[src/pkg/dmtw_pkg.sv]
package dmtw_pkg;

	// ****************************************
	// Sizes
	// ****************************************
	localparam int DMTW_ENTRIES = 32;
	localparam int DMTW_IDX_W = 5;
	localparam int DMTW_VTAG_W = 14;
	localparam int DMTW_PTAG_W = 22;
	localparam int DMTW_RAM_W = 24;

	// ****************************************
	// Address field positions
	// ****************************************
	localparam int VA_MSB = 23;
	localparam int VA_SECT_LSB = 20;
	localparam int VA_CRS_LSB = 12;
	localparam int VA_TAG_LSB = 10;
	localparam int PA_MSB = 31;
	localparam int TTB_KEEP_LSB = 6;
	localparam int TTB_ALIGN_LSB = 7;
	localparam int FINE_BASE_LSB = 12;
	localparam int DESC_AP1_LSB = 10;
	localparam int DESC_AP2_LSB = 4;
	localparam int RAM_AP_LSB = 22;

	// ****************************************
	// Register map and fields
	// ****************************************
	localparam logic [7:0] REG_CTRL = 8'h00;
	localparam logic [7:0] REG_TTB = 8'h04;
	localparam logic [7:0] REG_LOCK = 8'h08;
	localparam logic [7:0] REG_CAM = 8'h0C;
	localparam logic [7:0] REG_RAM = 8'h10;
	localparam logic [7:0] REG_CMD = 8'h14;
	localparam logic [7:0] REG_STAT = 8'h18;
	localparam logic [7:0] REG_FADDR = 8'h1C;
	localparam logic [7:0] REG_RDCAM = 8'h20;
	localparam logic [7:0] REG_RDRAM = 8'h24;
	localparam int CTRL_EN_BIT = 0;
	localparam int CTRL_WALK_BIT = 1;
	localparam int CMD_LOAD_BIT = 0;
	localparam int CMD_GFLUSH_BIT = 1;
	localparam int CMD_FLENT_BIT = 2;
	localparam int LOCK_VICT_LSB = 8;
	localparam int CAM_SZ_LSB = 14;
	localparam int CAM_PRES_BIT = 16;
	localparam int CAM_VALID_BIT = 17;
	localparam int STAT_BUSY_BIT = 2;
	localparam logic [31:0] TTB_MASK = 32'hFFFF_FF80;

	// ****************************************
	// Encodings
	// ****************************************
	typedef enum logic [1:0] {
		SZ_SECT = 2'b00, SZ_LARGE = 2'b01, SZ_SMALL = 2'b10, SZ_TINY = 2'b11
	} dmtw_size_t;
	localparam logic [1:0] DESC_FAULT = 2'b00;
	localparam logic [1:0] L1_COARSE = 2'b01;
	localparam logic [1:0] L1_SECT = 2'b10;
	localparam logic [1:0] L1_FINE = 2'b11;
	localparam logic [1:0] L2_LARGE = 2'b01;
	localparam logic [1:0] L2_SMALL = 2'b10;
	localparam logic [1:0] L2_TINY = 2'b11;
	localparam logic [1:0] AP_RO = 2'b10;
	typedef enum logic [1:0] {
		FLT_NONE = 2'b00, FLT_MISS = 2'b01, FLT_XLAT = 2'b10, FLT_PERM = 2'b11
	} dmtw_fault_t;
	typedef enum logic [2:0] {
		S_IDLE = 3'b000, S_SRCH = 3'b001, S_HIT = 3'b010,
		S_L1 = 3'b011, S_L2 = 3'b100, S_FILL = 3'b101
	} dmtw_state_t;
	localparam logic [4:0] LFSR_SEED = 5'h1F;

	// Virtual tag bits significant for an entry size
	function automatic logic [13:0] dmtw_tag_mask(input logic [1:0] sz);
		case (sz)
			SZ_SECT: dmtw_tag_mask = 14'h3C00;
			SZ_LARGE: dmtw_tag_mask = 14'h3FC0;
			SZ_SMALL: dmtw_tag_mask = 14'h3FFC;
			default: dmtw_tag_mask = 14'h3FFF;
		endcase
	endfunction

	// Untranslated offset bits for an entry size
	function automatic logic [31:0] dmtw_off_mask(input logic [1:0] sz);
		case (sz)
			SZ_SECT: dmtw_off_mask = 32'h000F_FFFF;
			SZ_LARGE: dmtw_off_mask = 32'h0000_FFFF;
			SZ_SMALL: dmtw_off_mask = 32'h0000_0FFF;
			default: dmtw_off_mask = 32'h0000_03FF;
		endcase
	endfunction

	// Byte-lane merge of a bus write
	function automatic logic [31:0] dmtw_merge(input logic [31:0] old,
			input logic [31:0] nw, input logic [3:0] sel);
		for (int b = 0; b < 4; b++) begin
			old[b*8 +: 8] = sel[b] ? nw[b*8 +: 8] : old[b*8 +: 8];
		end
		dmtw_merge = old;
	endfunction

endpackage

[src/logic/dmtw_mmu.sv]
// Contract
// Permission field: upper bit 0 no access, 10 read-only, 11 full.
// Level-one low bits 00 fault, 01 coarse table base in 31:10.
// Level-one low bits 10 section, 11 fine table pointer.
// Section translation comes from level-one descriptor alone.
// Level-one address is table base joined to top four address bits.
// Software aligns the level-one table on 128 bytes.
// Coarse table indexed by bits 19:12, fine table by 19:10.
// Coarse table: 256 word entries, each covering 4K bytes.
// Fine table: 1024 word entries, each covering 1K bytes.
// Software repeats a large page descriptor in 16 coarse entries.
// Large page groups start at coarse index multiple of 16.
// A large page is cached in one buffer entry.
// Software aligns coarse tables on 1024 bytes.
// Software aligns fine tables on 4096 bytes.
// Level-two 00 fault, 01 large, 10 small, 11 tiny; large base 31:16.
// Search buffer first; on miss walk tables then update buffer.
// Replacement entry chosen at random among unlocked entries.
// First n entries below base pointer never overwritten by walks.
// Victim pointer names the next entry written, walk or manual.
// Walk results written automatically; manual writes also accepted.
// Fully associative tag search; tag holds type, preserved, valid.
// Entry data holds physical base and permission field.
// Entries with valid clear never hit.
// Global flush keeps preserved entries; single flush removes any.
// Access conflicting with permission field raises permission fault.
// Physical address is base bits plus 20/16/12/10 offset bits.
// Requester stalls during a walk until translation or fault.
`timescale 1ns/1ps
module dmtw_mmu
	import dmtw_pkg::*;
(
	input wire logic clk_i, // System clock
	input wire logic rst_i, // Synchronous reset
	input wire logic wb_cyc_i, // Bus cycle
	input wire logic wb_stb_i, // Bus strobe
	input wire logic wb_we_i, // Bus write
	input wire logic [7:0] wb_adr_i, // Byte address
	input wire logic [3:0] wb_sel_i, // Byte lanes
	input wire logic [31:0] wb_dat_i, // Write data
	output logic [31:0] wb_dat_o, // Read data
	output logic wb_ack_o, // Bus acknowledge
	input wire logic req_valid_i, // Translation request held
	input wire logic [23:0] req_vaddr_i, // Virtual address
	input wire logic req_write_i, // Access is a write
	output logic req_stall_o, // Requester must wait
	output logic rsp_valid_o, // Translation done pulse
	output logic [31:0] rsp_paddr_o, // Physical address
	output logic [1:0] rsp_fault_o, // Fault code
	output logic mem_req_o, // Descriptor fetch
	output logic [31:0] mem_addr_o, // Descriptor address
	input wire logic mem_ack_i, // Descriptor ready
	input wire logic [31:0] mem_rdata_i // Descriptor word
);

	// ****************************************
	// Declarations
	// ****************************************
	dmtw_state_t state_r;
	logic [23:0] va_r;
	logic wr_r;
	logic [31:0] ctrl_r, ttb_r, cam_reg_r, ram_reg_r, faddr_r;
	logic [1:0] fcode_r;
	logic [DMTW_IDX_W-1:0] base_r, victim_r, hit_idx, ram_raddr;
	logic [4:0] lfsr_r;
	logic [DMTW_VTAG_W-1:0] cam_tag_r [DMTW_ENTRIES];
	logic [1:0] cam_sz_r [DMTW_ENTRIES];
	logic [DMTW_ENTRIES-1:0] cam_pres_r, cam_valid_r, hit_vec, fl_vec;
	logic hit_any, ctrl_en, walk_en, rsp_valid_r, wb_go, wb_wr;
	logic [DMTW_VTAG_W-1:0] fill_tag_r;
	logic [1:0] fill_sz_r, fill_ap_r, hit_ap;
	logic [DMTW_PTAG_W-1:0] fill_ptag_r;
	logic [DMTW_RAM_W-1:0] ram_q;
	logic fill_we, man_we, tlb_we, cmd_go;
	logic [31:0] rd_mux, mem_addr_r, rsp_paddr_r;
	logic [1:0] rsp_fault_r;
	logic [31:0] walk_desc;
	logic [DMTW_IDX_W-1:0] victim_nxt;

	assign ctrl_en = ctrl_r[CTRL_EN_BIT];
	assign walk_en = ctrl_r[CTRL_WALK_BIT];
	assign walk_desc = mem_rdata_i;
	assign hit_ap = ram_q[RAM_AP_LSB +: 2];

	// ****************************************
	// Tag search
	// ****************************************
	// Masked compare per entry, for lookup and for single flush
	genvar gi;
	generate
		for (gi = 0; gi < DMTW_ENTRIES; gi++) begin : g_cam
			assign hit_vec[gi] = cam_valid_r[gi] &&
				(((cam_tag_r[gi] ^ va_r[VA_MSB:VA_TAG_LSB]) &
				dmtw_tag_mask(cam_sz_r[gi])) == '0);
			assign fl_vec[gi] = cam_valid_r[gi] &&
				(((cam_tag_r[gi] ^ cam_reg_r[DMTW_VTAG_W-1:0]) &
				dmtw_tag_mask(cam_sz_r[gi])) == '0);
		end
	endgenerate

	// Lowest matching entry
	always_comb begin
		hit_idx = '0;
		for (int i = DMTW_ENTRIES - 1; i >= 0; i--) begin
			if (hit_vec[i]) begin
				hit_idx = DMTW_IDX_W'(i);
			end
		end
	end
	assign hit_any = |hit_vec;

	// ****************************************
	// Buffer entry storage
	// ****************************************
	assign fill_we = (state_r == S_FILL);
	assign man_we = cmd_go && wb_dat_i[CMD_LOAD_BIT];
	assign tlb_we = fill_we || man_we;
	assign ram_raddr = (state_r == S_SRCH) ? hit_idx : victim_r;

	dmtw_tlb_ram u_ram (
		.clk_i(clk_i),
		.we_i(tlb_we),
		.waddr_i(victim_r),
		.wdata_i(fill_we ? {fill_ap_r, fill_ptag_r} :
			{ram_reg_r[RAM_AP_LSB +: 2], ram_reg_r[DMTW_PTAG_W-1:0]}),
		.raddr_i(ram_raddr),
		.rdata_o(ram_q)
	);

	// Tag part: write, global flush, single flush
	always_ff @(posedge clk_i) begin
		if (rst_i) begin
			cam_valid_r <= '0;
			cam_pres_r <= '0;
		end else if (fill_we) begin
			cam_tag_r[victim_r] <= fill_tag_r;
			cam_sz_r[victim_r] <= fill_sz_r;
			cam_pres_r[victim_r] <= 1'b0;
			cam_valid_r[victim_r] <= 1'b1;
		end else if (man_we) begin
			cam_tag_r[victim_r] <= cam_reg_r[DMTW_VTAG_W-1:0];
			cam_sz_r[victim_r] <= cam_reg_r[CAM_SZ_LSB +: 2];
			cam_pres_r[victim_r] <= cam_reg_r[CAM_PRES_BIT];
			cam_valid_r[victim_r] <= cam_reg_r[CAM_VALID_BIT];
		end else if (cmd_go && wb_dat_i[CMD_GFLUSH_BIT]) begin
			cam_valid_r <= cam_valid_r & cam_pres_r;
		end else if (cmd_go && wb_dat_i[CMD_FLENT_BIT]) begin
			cam_valid_r <= cam_valid_r & ~fl_vec;
		end
	end

	// ****************************************
	// Replacement
	// ****************************************
	// Free-running random source
	always_ff @(posedge clk_i) begin
		if (rst_i) begin
			lfsr_r <= LFSR_SEED;
		end else begin
			lfsr_r <= {lfsr_r[3:0], lfsr_r[4] ^ lfsr_r[2]};
		end
	end

	// Next victim drawn at random above the locked region
	assign victim_nxt = (lfsr_r < base_r) ? base_r : lfsr_r;

	// Lock base and victim pointer
	always_ff @(posedge clk_i) begin
		if (rst_i) begin
			base_r <= '0;
			victim_r <= '0;
		end else if (tlb_we) begin
			victim_r <= victim_nxt;
		end else if (wb_wr && wb_adr_i == REG_LOCK) begin
			base_r <= wb_dat_i[DMTW_IDX_W-1:0];
			victim_r <= (wb_dat_i[LOCK_VICT_LSB +: DMTW_IDX_W] <
				wb_dat_i[DMTW_IDX_W-1:0]) ? wb_dat_i[DMTW_IDX_W-1:0] :
				wb_dat_i[LOCK_VICT_LSB +: DMTW_IDX_W];
		end
	end

	// ****************************************
	// Translation sequencer
	// ****************************************
	always_ff @(posedge clk_i) begin
		if (rst_i) begin
			state_r <= S_IDLE;
			va_r <= '0;
			wr_r <= 1'b0;
			mem_addr_r <= '0;
			fill_tag_r <= '0;
			fill_sz_r <= SZ_SECT;
			fill_ap_r <= '0;
			fill_ptag_r <= '0;
			rsp_valid_r <= 1'b0;
			rsp_paddr_r <= '0;
			rsp_fault_r <= FLT_NONE;
		end else begin
			rsp_valid_r <= 1'b0;
			case (state_r)
				S_IDLE: begin
					if (req_valid_i && !rsp_valid_r) begin
						va_r <= req_vaddr_i;
						wr_r <= req_write_i;
						if (ctrl_en) begin
							state_r <= S_SRCH;
						end else begin
							rsp_valid_r <= 1'b1;
							rsp_paddr_r <= 32'(req_vaddr_i);
							rsp_fault_r <= FLT_NONE;
						end
					end
				end
				S_SRCH: begin
					if (hit_any) begin
						state_r <= S_HIT;
					end else if (walk_en) begin
						mem_addr_r <= {ttb_r[PA_MSB:TTB_KEEP_LSB],
							va_r[VA_MSB:VA_SECT_LSB], 2'b00};
						state_r <= S_L1;
					end else begin
						rsp_valid_r <= 1'b1;
						rsp_fault_r <= FLT_MISS;
						state_r <= S_IDLE;
					end
				end
				S_HIT: begin
					rsp_valid_r <= 1'b1;
					state_r <= S_IDLE;
					rsp_paddr_r <= ({ram_q[DMTW_PTAG_W-1:0], 10'h000} &
						~dmtw_off_mask(cam_sz_r[hit_idx])) |
						(32'(va_r) & dmtw_off_mask(cam_sz_r[hit_idx]));
					if (!hit_ap[1] || (wr_r && hit_ap == AP_RO)) begin
						rsp_fault_r <= FLT_PERM;
					end else begin
						rsp_fault_r <= FLT_NONE;
					end
				end
				S_L1: begin
					if (mem_ack_i) begin
						fill_tag_r <= va_r[VA_MSB:VA_TAG_LSB];
						fill_ptag_r <= walk_desc[PA_MSB:VA_TAG_LSB];
						fill_ap_r <= walk_desc[DESC_AP1_LSB +: 2];
						fill_sz_r <= SZ_SECT;
						case (walk_desc[1:0])
							L1_SECT: state_r <= S_FILL;
							L1_COARSE: begin
								mem_addr_r <= {walk_desc[PA_MSB:VA_TAG_LSB],
									va_r[VA_SECT_LSB-1:VA_CRS_LSB], 2'b00};
								state_r <= S_L2;
							end
							L1_FINE: begin
								mem_addr_r <= {walk_desc[PA_MSB:FINE_BASE_LSB],
									va_r[VA_SECT_LSB-1:VA_TAG_LSB], 2'b00};
								state_r <= S_L2;
							end
							default: begin
								rsp_valid_r <= 1'b1;
								rsp_fault_r <= FLT_XLAT;
								state_r <= S_IDLE;
							end
						endcase
					end
				end
				S_L2: begin
					if (mem_ack_i) begin
						fill_ptag_r <= walk_desc[PA_MSB:VA_TAG_LSB];
						fill_ap_r <= walk_desc[DESC_AP2_LSB +: 2];
						state_r <= S_FILL;
						case (walk_desc[1:0])
							L2_LARGE: fill_sz_r <= SZ_LARGE;
							L2_SMALL: fill_sz_r <= SZ_SMALL;
							L2_TINY: fill_sz_r <= SZ_TINY;
							default: begin
								rsp_valid_r <= 1'b1;
								rsp_fault_r <= FLT_XLAT;
								state_r <= S_IDLE;
							end
						endcase
					end
				end
				S_FILL: state_r <= S_SRCH;
				default: state_r <= S_IDLE;
			endcase
		end
	end

	assign req_stall_o = req_valid_i && !rsp_valid_r;
	assign rsp_valid_o = rsp_valid_r;
	assign rsp_paddr_o = rsp_paddr_r;
	assign rsp_fault_o = rsp_fault_r;
	assign mem_req_o = (state_r == S_L1) || (state_r == S_L2);
	assign mem_addr_o = mem_addr_r;

	// ****************************************
	// Register bus slave
	// ****************************************
	assign wb_go = wb_cyc_i && wb_stb_i && !wb_ack_o && (state_r != S_FILL);
	assign wb_wr = wb_go && wb_we_i;
	assign cmd_go = wb_wr && (wb_adr_i == REG_CMD);

	// Acknowledge and read data
	always_ff @(posedge clk_i) begin
		if (rst_i) begin
			wb_ack_o <= 1'b0;
			wb_dat_o <= '0;
		end else begin
			wb_ack_o <= wb_go;
			if (wb_go && !wb_we_i) begin
				wb_dat_o <= rd_mux;
			end
		end
	end

	// Read selection
	always_comb begin
		if (wb_adr_i == REG_CTRL) begin
			rd_mux = ctrl_r;
		end else if (wb_adr_i == REG_TTB) begin
			rd_mux = ttb_r;
		end else if (wb_adr_i == REG_LOCK) begin
			rd_mux = 32'({victim_r, 3'b000, base_r});
		end else if (wb_adr_i == REG_CAM) begin
			rd_mux = cam_reg_r;
		end else if (wb_adr_i == REG_RAM) begin
			rd_mux = ram_reg_r;
		end else if (wb_adr_i == REG_STAT) begin
			rd_mux = 32'({state_r != S_IDLE, fcode_r});
		end else if (wb_adr_i == REG_FADDR) begin
			rd_mux = faddr_r;
		end else if (wb_adr_i == REG_RDCAM) begin
			rd_mux = 32'({cam_valid_r[victim_r], cam_pres_r[victim_r],
				cam_sz_r[victim_r], cam_tag_r[victim_r]});
		end else if (wb_adr_i == REG_RDRAM) begin
			rd_mux = 32'(ram_q);
		end else begin
			rd_mux = '0;
		end
	end

	// Writable configuration
	always_ff @(posedge clk_i) begin
		if (rst_i) begin
			ctrl_r <= '0;
			ttb_r <= '0;
			cam_reg_r <= '0;
			ram_reg_r <= '0;
		end else if (wb_wr) begin
			if (wb_adr_i == REG_CTRL) begin
				ctrl_r <= dmtw_merge(ctrl_r, wb_dat_i, wb_sel_i) & 32'h0000_0003;
			end else if (wb_adr_i == REG_TTB) begin
				ttb_r <= dmtw_merge(ttb_r, wb_dat_i, wb_sel_i) & TTB_MASK;
			end else if (wb_adr_i == REG_CAM) begin
				cam_reg_r <= dmtw_merge(cam_reg_r, wb_dat_i, wb_sel_i) &
					32'h0003_FFFF;
			end else if (wb_adr_i == REG_RAM) begin
				ram_reg_r <= dmtw_merge(ram_reg_r, wb_dat_i, wb_sel_i) &
					32'h00FF_FFFF;
			end
		end
	end

	// Fault record; a new fault wins over a clearing write
	always_ff @(posedge clk_i) begin
		if (rst_i) begin
			fcode_r <= FLT_NONE;
			faddr_r <= '0;
		end else if (rsp_valid_r && rsp_fault_r != FLT_NONE) begin
			fcode_r <= rsp_fault_r;
			faddr_r <= 32'(va_r);
		end else if (wb_wr && wb_adr_i == REG_STAT) begin
			fcode_r <= FLT_NONE;
		end
	end
endmodule

[src/logic/dmtw_tlb_ram.sv]
`timescale 1ns/1ps
module dmtw_tlb_ram
	import dmtw_pkg::*;
(
	input wire logic clk_i, // System clock
	input wire logic we_i, // Write strobe
	input wire logic [DMTW_IDX_W-1:0] waddr_i, // Write entry
	input wire logic [DMTW_RAM_W-1:0] wdata_i, // Permission and page base
	input wire logic [DMTW_IDX_W-1:0] raddr_i, // Read entry
	output logic [DMTW_RAM_W-1:0] rdata_o // Registered read data
);

	logic [DMTW_RAM_W-1:0] mem_r [DMTW_ENTRIES];

	// Write port
	always_ff @(posedge clk_i) begin
		if (we_i) begin
			mem_r[waddr_i] <= wdata_i;
		end
	end

	// Registered read port
	always_ff @(posedge clk_i) begin
		rdata_o <= mem_r[raddr_i];
	end

endmodule

[config.mk]
export PLATFORM = sky130hd
export DESIGN_NAME = dmtw_mmu
export DESIGN_NICKNAME = d
export VERILOG_FILES = /design/src/pkg/dmtw_pkg.sv /design/src/logic/dmtw_mmu.sv /design/src/logic/dmtw_tlb_ram.sv
export SDC_FILE = /design/constraint.sdc
export NUM_CORES = 2
export LEC_CHECK = 0
export ABC_AREA = 1
export ABC_CLOCK_PERIOD_IN_PS = 4300
export BUFFER_PORTS_ARGS = -buffer_cell sky130_fd_sc_hd__buf_2
export CORE_AREA = 2 2 450 452
export CTS_BUF_LIST = sky130_fd_sc_hd__clkbuf_8
export DETAILED_ROUTE_END_ITERATION = 6
export DIE_AREA = 0 0 452 454
export GPL_TIMING_DRIVEN = 0
export HOLD_SLACK_MARGIN = 0.15
export PLACE_DENSITY = 0.56
export RECOVER_POWER = 25
export SYNTH_ARGS = -nofsm -noshare
export SYNTH_HDL_FRONTEND = slang
export SYNTH_HIERARCHICAL = 1
export SYNTH_SLANG_ARGS = --single-unit
export TNS_END_PERCENT = 20
[constraint.sdc]
create_clock -name clk_i -period 4.3 [get_ports clk_i]
set_clock_uncertainty 0.15 [all_clocks]
set_input_delay 1.075 -clock clk_i [delete_from_list [all_inputs] [get_ports clk_i]]
set_output_delay 1.075 -clock clk_i [all_outputs]
set_load 0.05 [all_outputs]
==> out/metrics.yaml <==
antenna_found_initial: 34
cts_tree: "yes"
grt_max_degree: 33
leakagePower_nw: 35.9
drc_errors: 0
finalSetupTns_ps: -397960
crit_type: "flop to flop"
slew_headroom_pct: -32.6
syn_area_sq_um: 79800
synth_top_area_share_pct: 48.1
die_h_um: 454
setup_viol: 1510
fp-row-count: 165
crit_fanout: 10
start_kind: "flop"
gp_congestion: 1.06
design.core.area_sq_um: 201000
hold_class: "input port to flop"
grt_use_total_pct: 41.9
num_io_pins: 210
grt_first_pass_wirelength_mm: 591
first_pass_iters: 6
synth_edf_count: 1280
dieWidth_um: 452
pre_cts_ws_ps: -3630
rsz0062_at_grt: "yes"
dieArea_sq_um: 205000
r2r_cells: 28
timing.fmax_mhz: 177
hpwl_mm: 318
place_area_sq_um: 86400
grt_pass1_vias: 70500
port_buffers: 200
status: "complete, but fails checks"
cts_num_sinks: 1649
wl_mm: 444
end_kind: "flop"
gr-total-overflow: 0
synth.distinct_cells: 62
fin_crit_ps: 5650
drv_cap: 20
required_ps: 5130
synthToLayoutAreaGrowth_pct: 23.8
final.period_utilization_pct: 131
hold_path_depth: 3
maxSlewViolCount: 372
hold_violations: 0
clock_latency_ps: 1140
synth_largest_area_cell: "edfxtp_1"
syn_area_per_cell_sq_um: 9.54
fin_util_pct: 49.2
fin_total_pwr_mw: 33.2
synth_seq_cells: 1649
netlist_top_cells_area: "edfxtp_1 48%, dfxtp_1 9.3%, nand2_1 8.8%"
synth.most_common_cell: "nand2_1"
slowest_delay_ps: 370
first_iter_violations: 11000
clock_path_buffers: 4
drt-wirelength-per-cell_um: 36.7
yosys-top-cells-count: "1871 x nand2_1, 1280 x edfxtp_1, 785 x nand3_1"
cts-root-buf: "clkbuf_8"
peakVddDrop_uv: 338
nets: 9272
ys_seq_area_share_pct: 57.4
ys.flop_type: "edfxtp_1"
p_per_area_nw_per_um2: 336
slowest_stage: "buf_2"
path_clk_slew_ps: 60
synthesis.instances: 8372
post_route_cells_drive_above_1_share_pct: 19.8
vias_per_cell: 6.31
setup_slack_ps: -1350
postRouteAntennaNets: 0
final_area_sq_um: 98800
violations: "capacitance limit, slew limit, setup timing"
worstMarginPinSlew_ps: 1970
arrival_ps: 6470
yosys_warnings: 6
htreeDepth: 5
synthArstFlopShare_pct: 0
vias: 76300
start_util_pct: 39.7
cts_buffers: 312
-- cell families after synthesis --
logic type	count (synthesis)	share of synthesized area [%]
AO/OA/AOI/OAI	1862	14.1
other	1	0.00470
adder cells (fa/ha/maj)	13	0.204
AND/OR/NAND/NOR	3407	17.7
flip-flops	1649	57.4
multiplexers	3	0.0423
XOR/XNOR	474	5.20
buffers and inverters	963	5.38
-- worst max-delay path: cells and delay by family, from the launching register on --
kind            cells  cell delay, ps
simple gates       17            2400
buf+inv             7            1720
compound gates      3             760
flops               1             300
xor+xnor            1             100
-- stage by stage --
| stage | cells | hold slack (ps) |
|---|---|---|
| 2_1_floorplan | 8373 | 254 |
| 3_3_place_gp | 11200 | 272 |
| 3_5_place_dp | 11300 | 279 |
| 4_1_cts | 12000 | 151 |
| 5_1_grt | 12000 | 140 |
| 6_report | 12100 | 115 |
-- cells in the final DEF (no fill, tap or decap), drive strengths merged, types with 4 or more instances in the layout --
master         Yosys  routed
diode              0      39
nor3              81      81
clkdlybuf4s15      0       9
clkbuf           319     719
dlygate4sd3        0      56
o21ai            755     755
nand3            790     790
a221oi           128     128
xor2             304     304
clkinv             9      89
bufinv             0       5
nor4              10      10
o221ai            54      54
o2111ai           21      21
a41oi             24      24
ha                13      13
nor2             579     583
o41ai             35      35
o211ai            57      57
nand2           1881    1881
a21oi            378     378
buf              254     585
o22ai            197     197
a22oi             38      38
a2111oi           16      16
edfxtp          1280    1280
clkinvlp           0       5
or2                8       8
o31ai              4       4
nand4             43      43
inv              381     488
a211oi            53      53
or3                6       6
xnor2            170     170
dfxtp            369     369
a31oi             77      77
o32ai              9       9
-- layout make-up --
cell class                      instances  area (sq um)
Clock buffer                          338          4650
Inverter                              390          1530
Antenna cell                           39          97.6
Multi-Input combinational cell       5765         33500
Buffer                                564          3940
Tap cell                             2672          3340
Clock inverter                        197           953
Fill cell                           18800        102000
Sequential cell                      1649         45800
Timing Repair Buffer                  469          4970
-- layer usage --
metal	GRT usage (%)	up-vias	part of all wire (%)
met5	0	-	0.0043
met4	35.9	4	11
met3	8.89	1719	9.8
met2	64.5	5635	44
met1	50.2	37500	35
li1	-	31400	-
-- final timing paths --
| check | from | end | slack (ps) |
|---|---|---|---|
| worst max-delay path | va_r[11]$_SDFFE_PP0P_ | u_ram/rdata_o[13]$_DFF_P_ | -1350 |
| worst min-delay path | wb_cyc_i | wb_ack_o$_SDFF_PP0_ | 120 |
| worst max register to register | va_r[11]$_SDFFE_PP0P_ | u_ram/rdata_o[13]$_DFF_P_ | -1350 |
| worst min register to register | lfsr_r[0]$_SDFF_PP1_ | lfsr_r[1]$_SDFF_PP1_ | 280 |
-- flip-flops by register name, summed over array words and instances, names as in the netlist, 3 cells and up, named ones only --
| register | count |
|---|---|
| u_ram/mem_r | 768 |
| victim_r | 5 |
| cam_reg_r | 18 |
| wb_dat_o | 32 |
| fill_ptag_r | 22 |
| rsp_paddr_o | 32 |
| mem_addr_o | 30 |
| cam_tag_r | 448 |
| state_r | 3 |
| ram_reg_r | 24 |
| fill_tag_r | 14 |
| cam_sz_r | 64 |
| cam_pres_r | 32 |
| lfsr_r | 5 |
| ttb_r | 25 |
| va_r | 24 |
| faddr_r | 24 |
| u_ram/rdata_o | 24 |
| cam_valid_r | 32 |
| base_r | 5 |
-- report_power, final --
part	switching, mW	internal (mW)	total (mW)
Clock	7.16	7.50	14.7
Combinational	1.04	0.436	1.48
Sequential	0.0600	17.0	17.1
Total	8.26	24.9	33.2
-- timing repair --
| action | CTS | global route |
|---|---|---|
| gates cloned | 29 | 12 |
| pin swaps | 165 | 133 |
| endpoints found under the hold margin | 87 | 0 |
| resized for setup | 921 | 358 |
| buffers inserted | 69 | 19 |
| setup endpoints to repair | 1930 | 1120 |
| hold buffers | 56 | 0 |
Power figures use the tool's default switching activity.
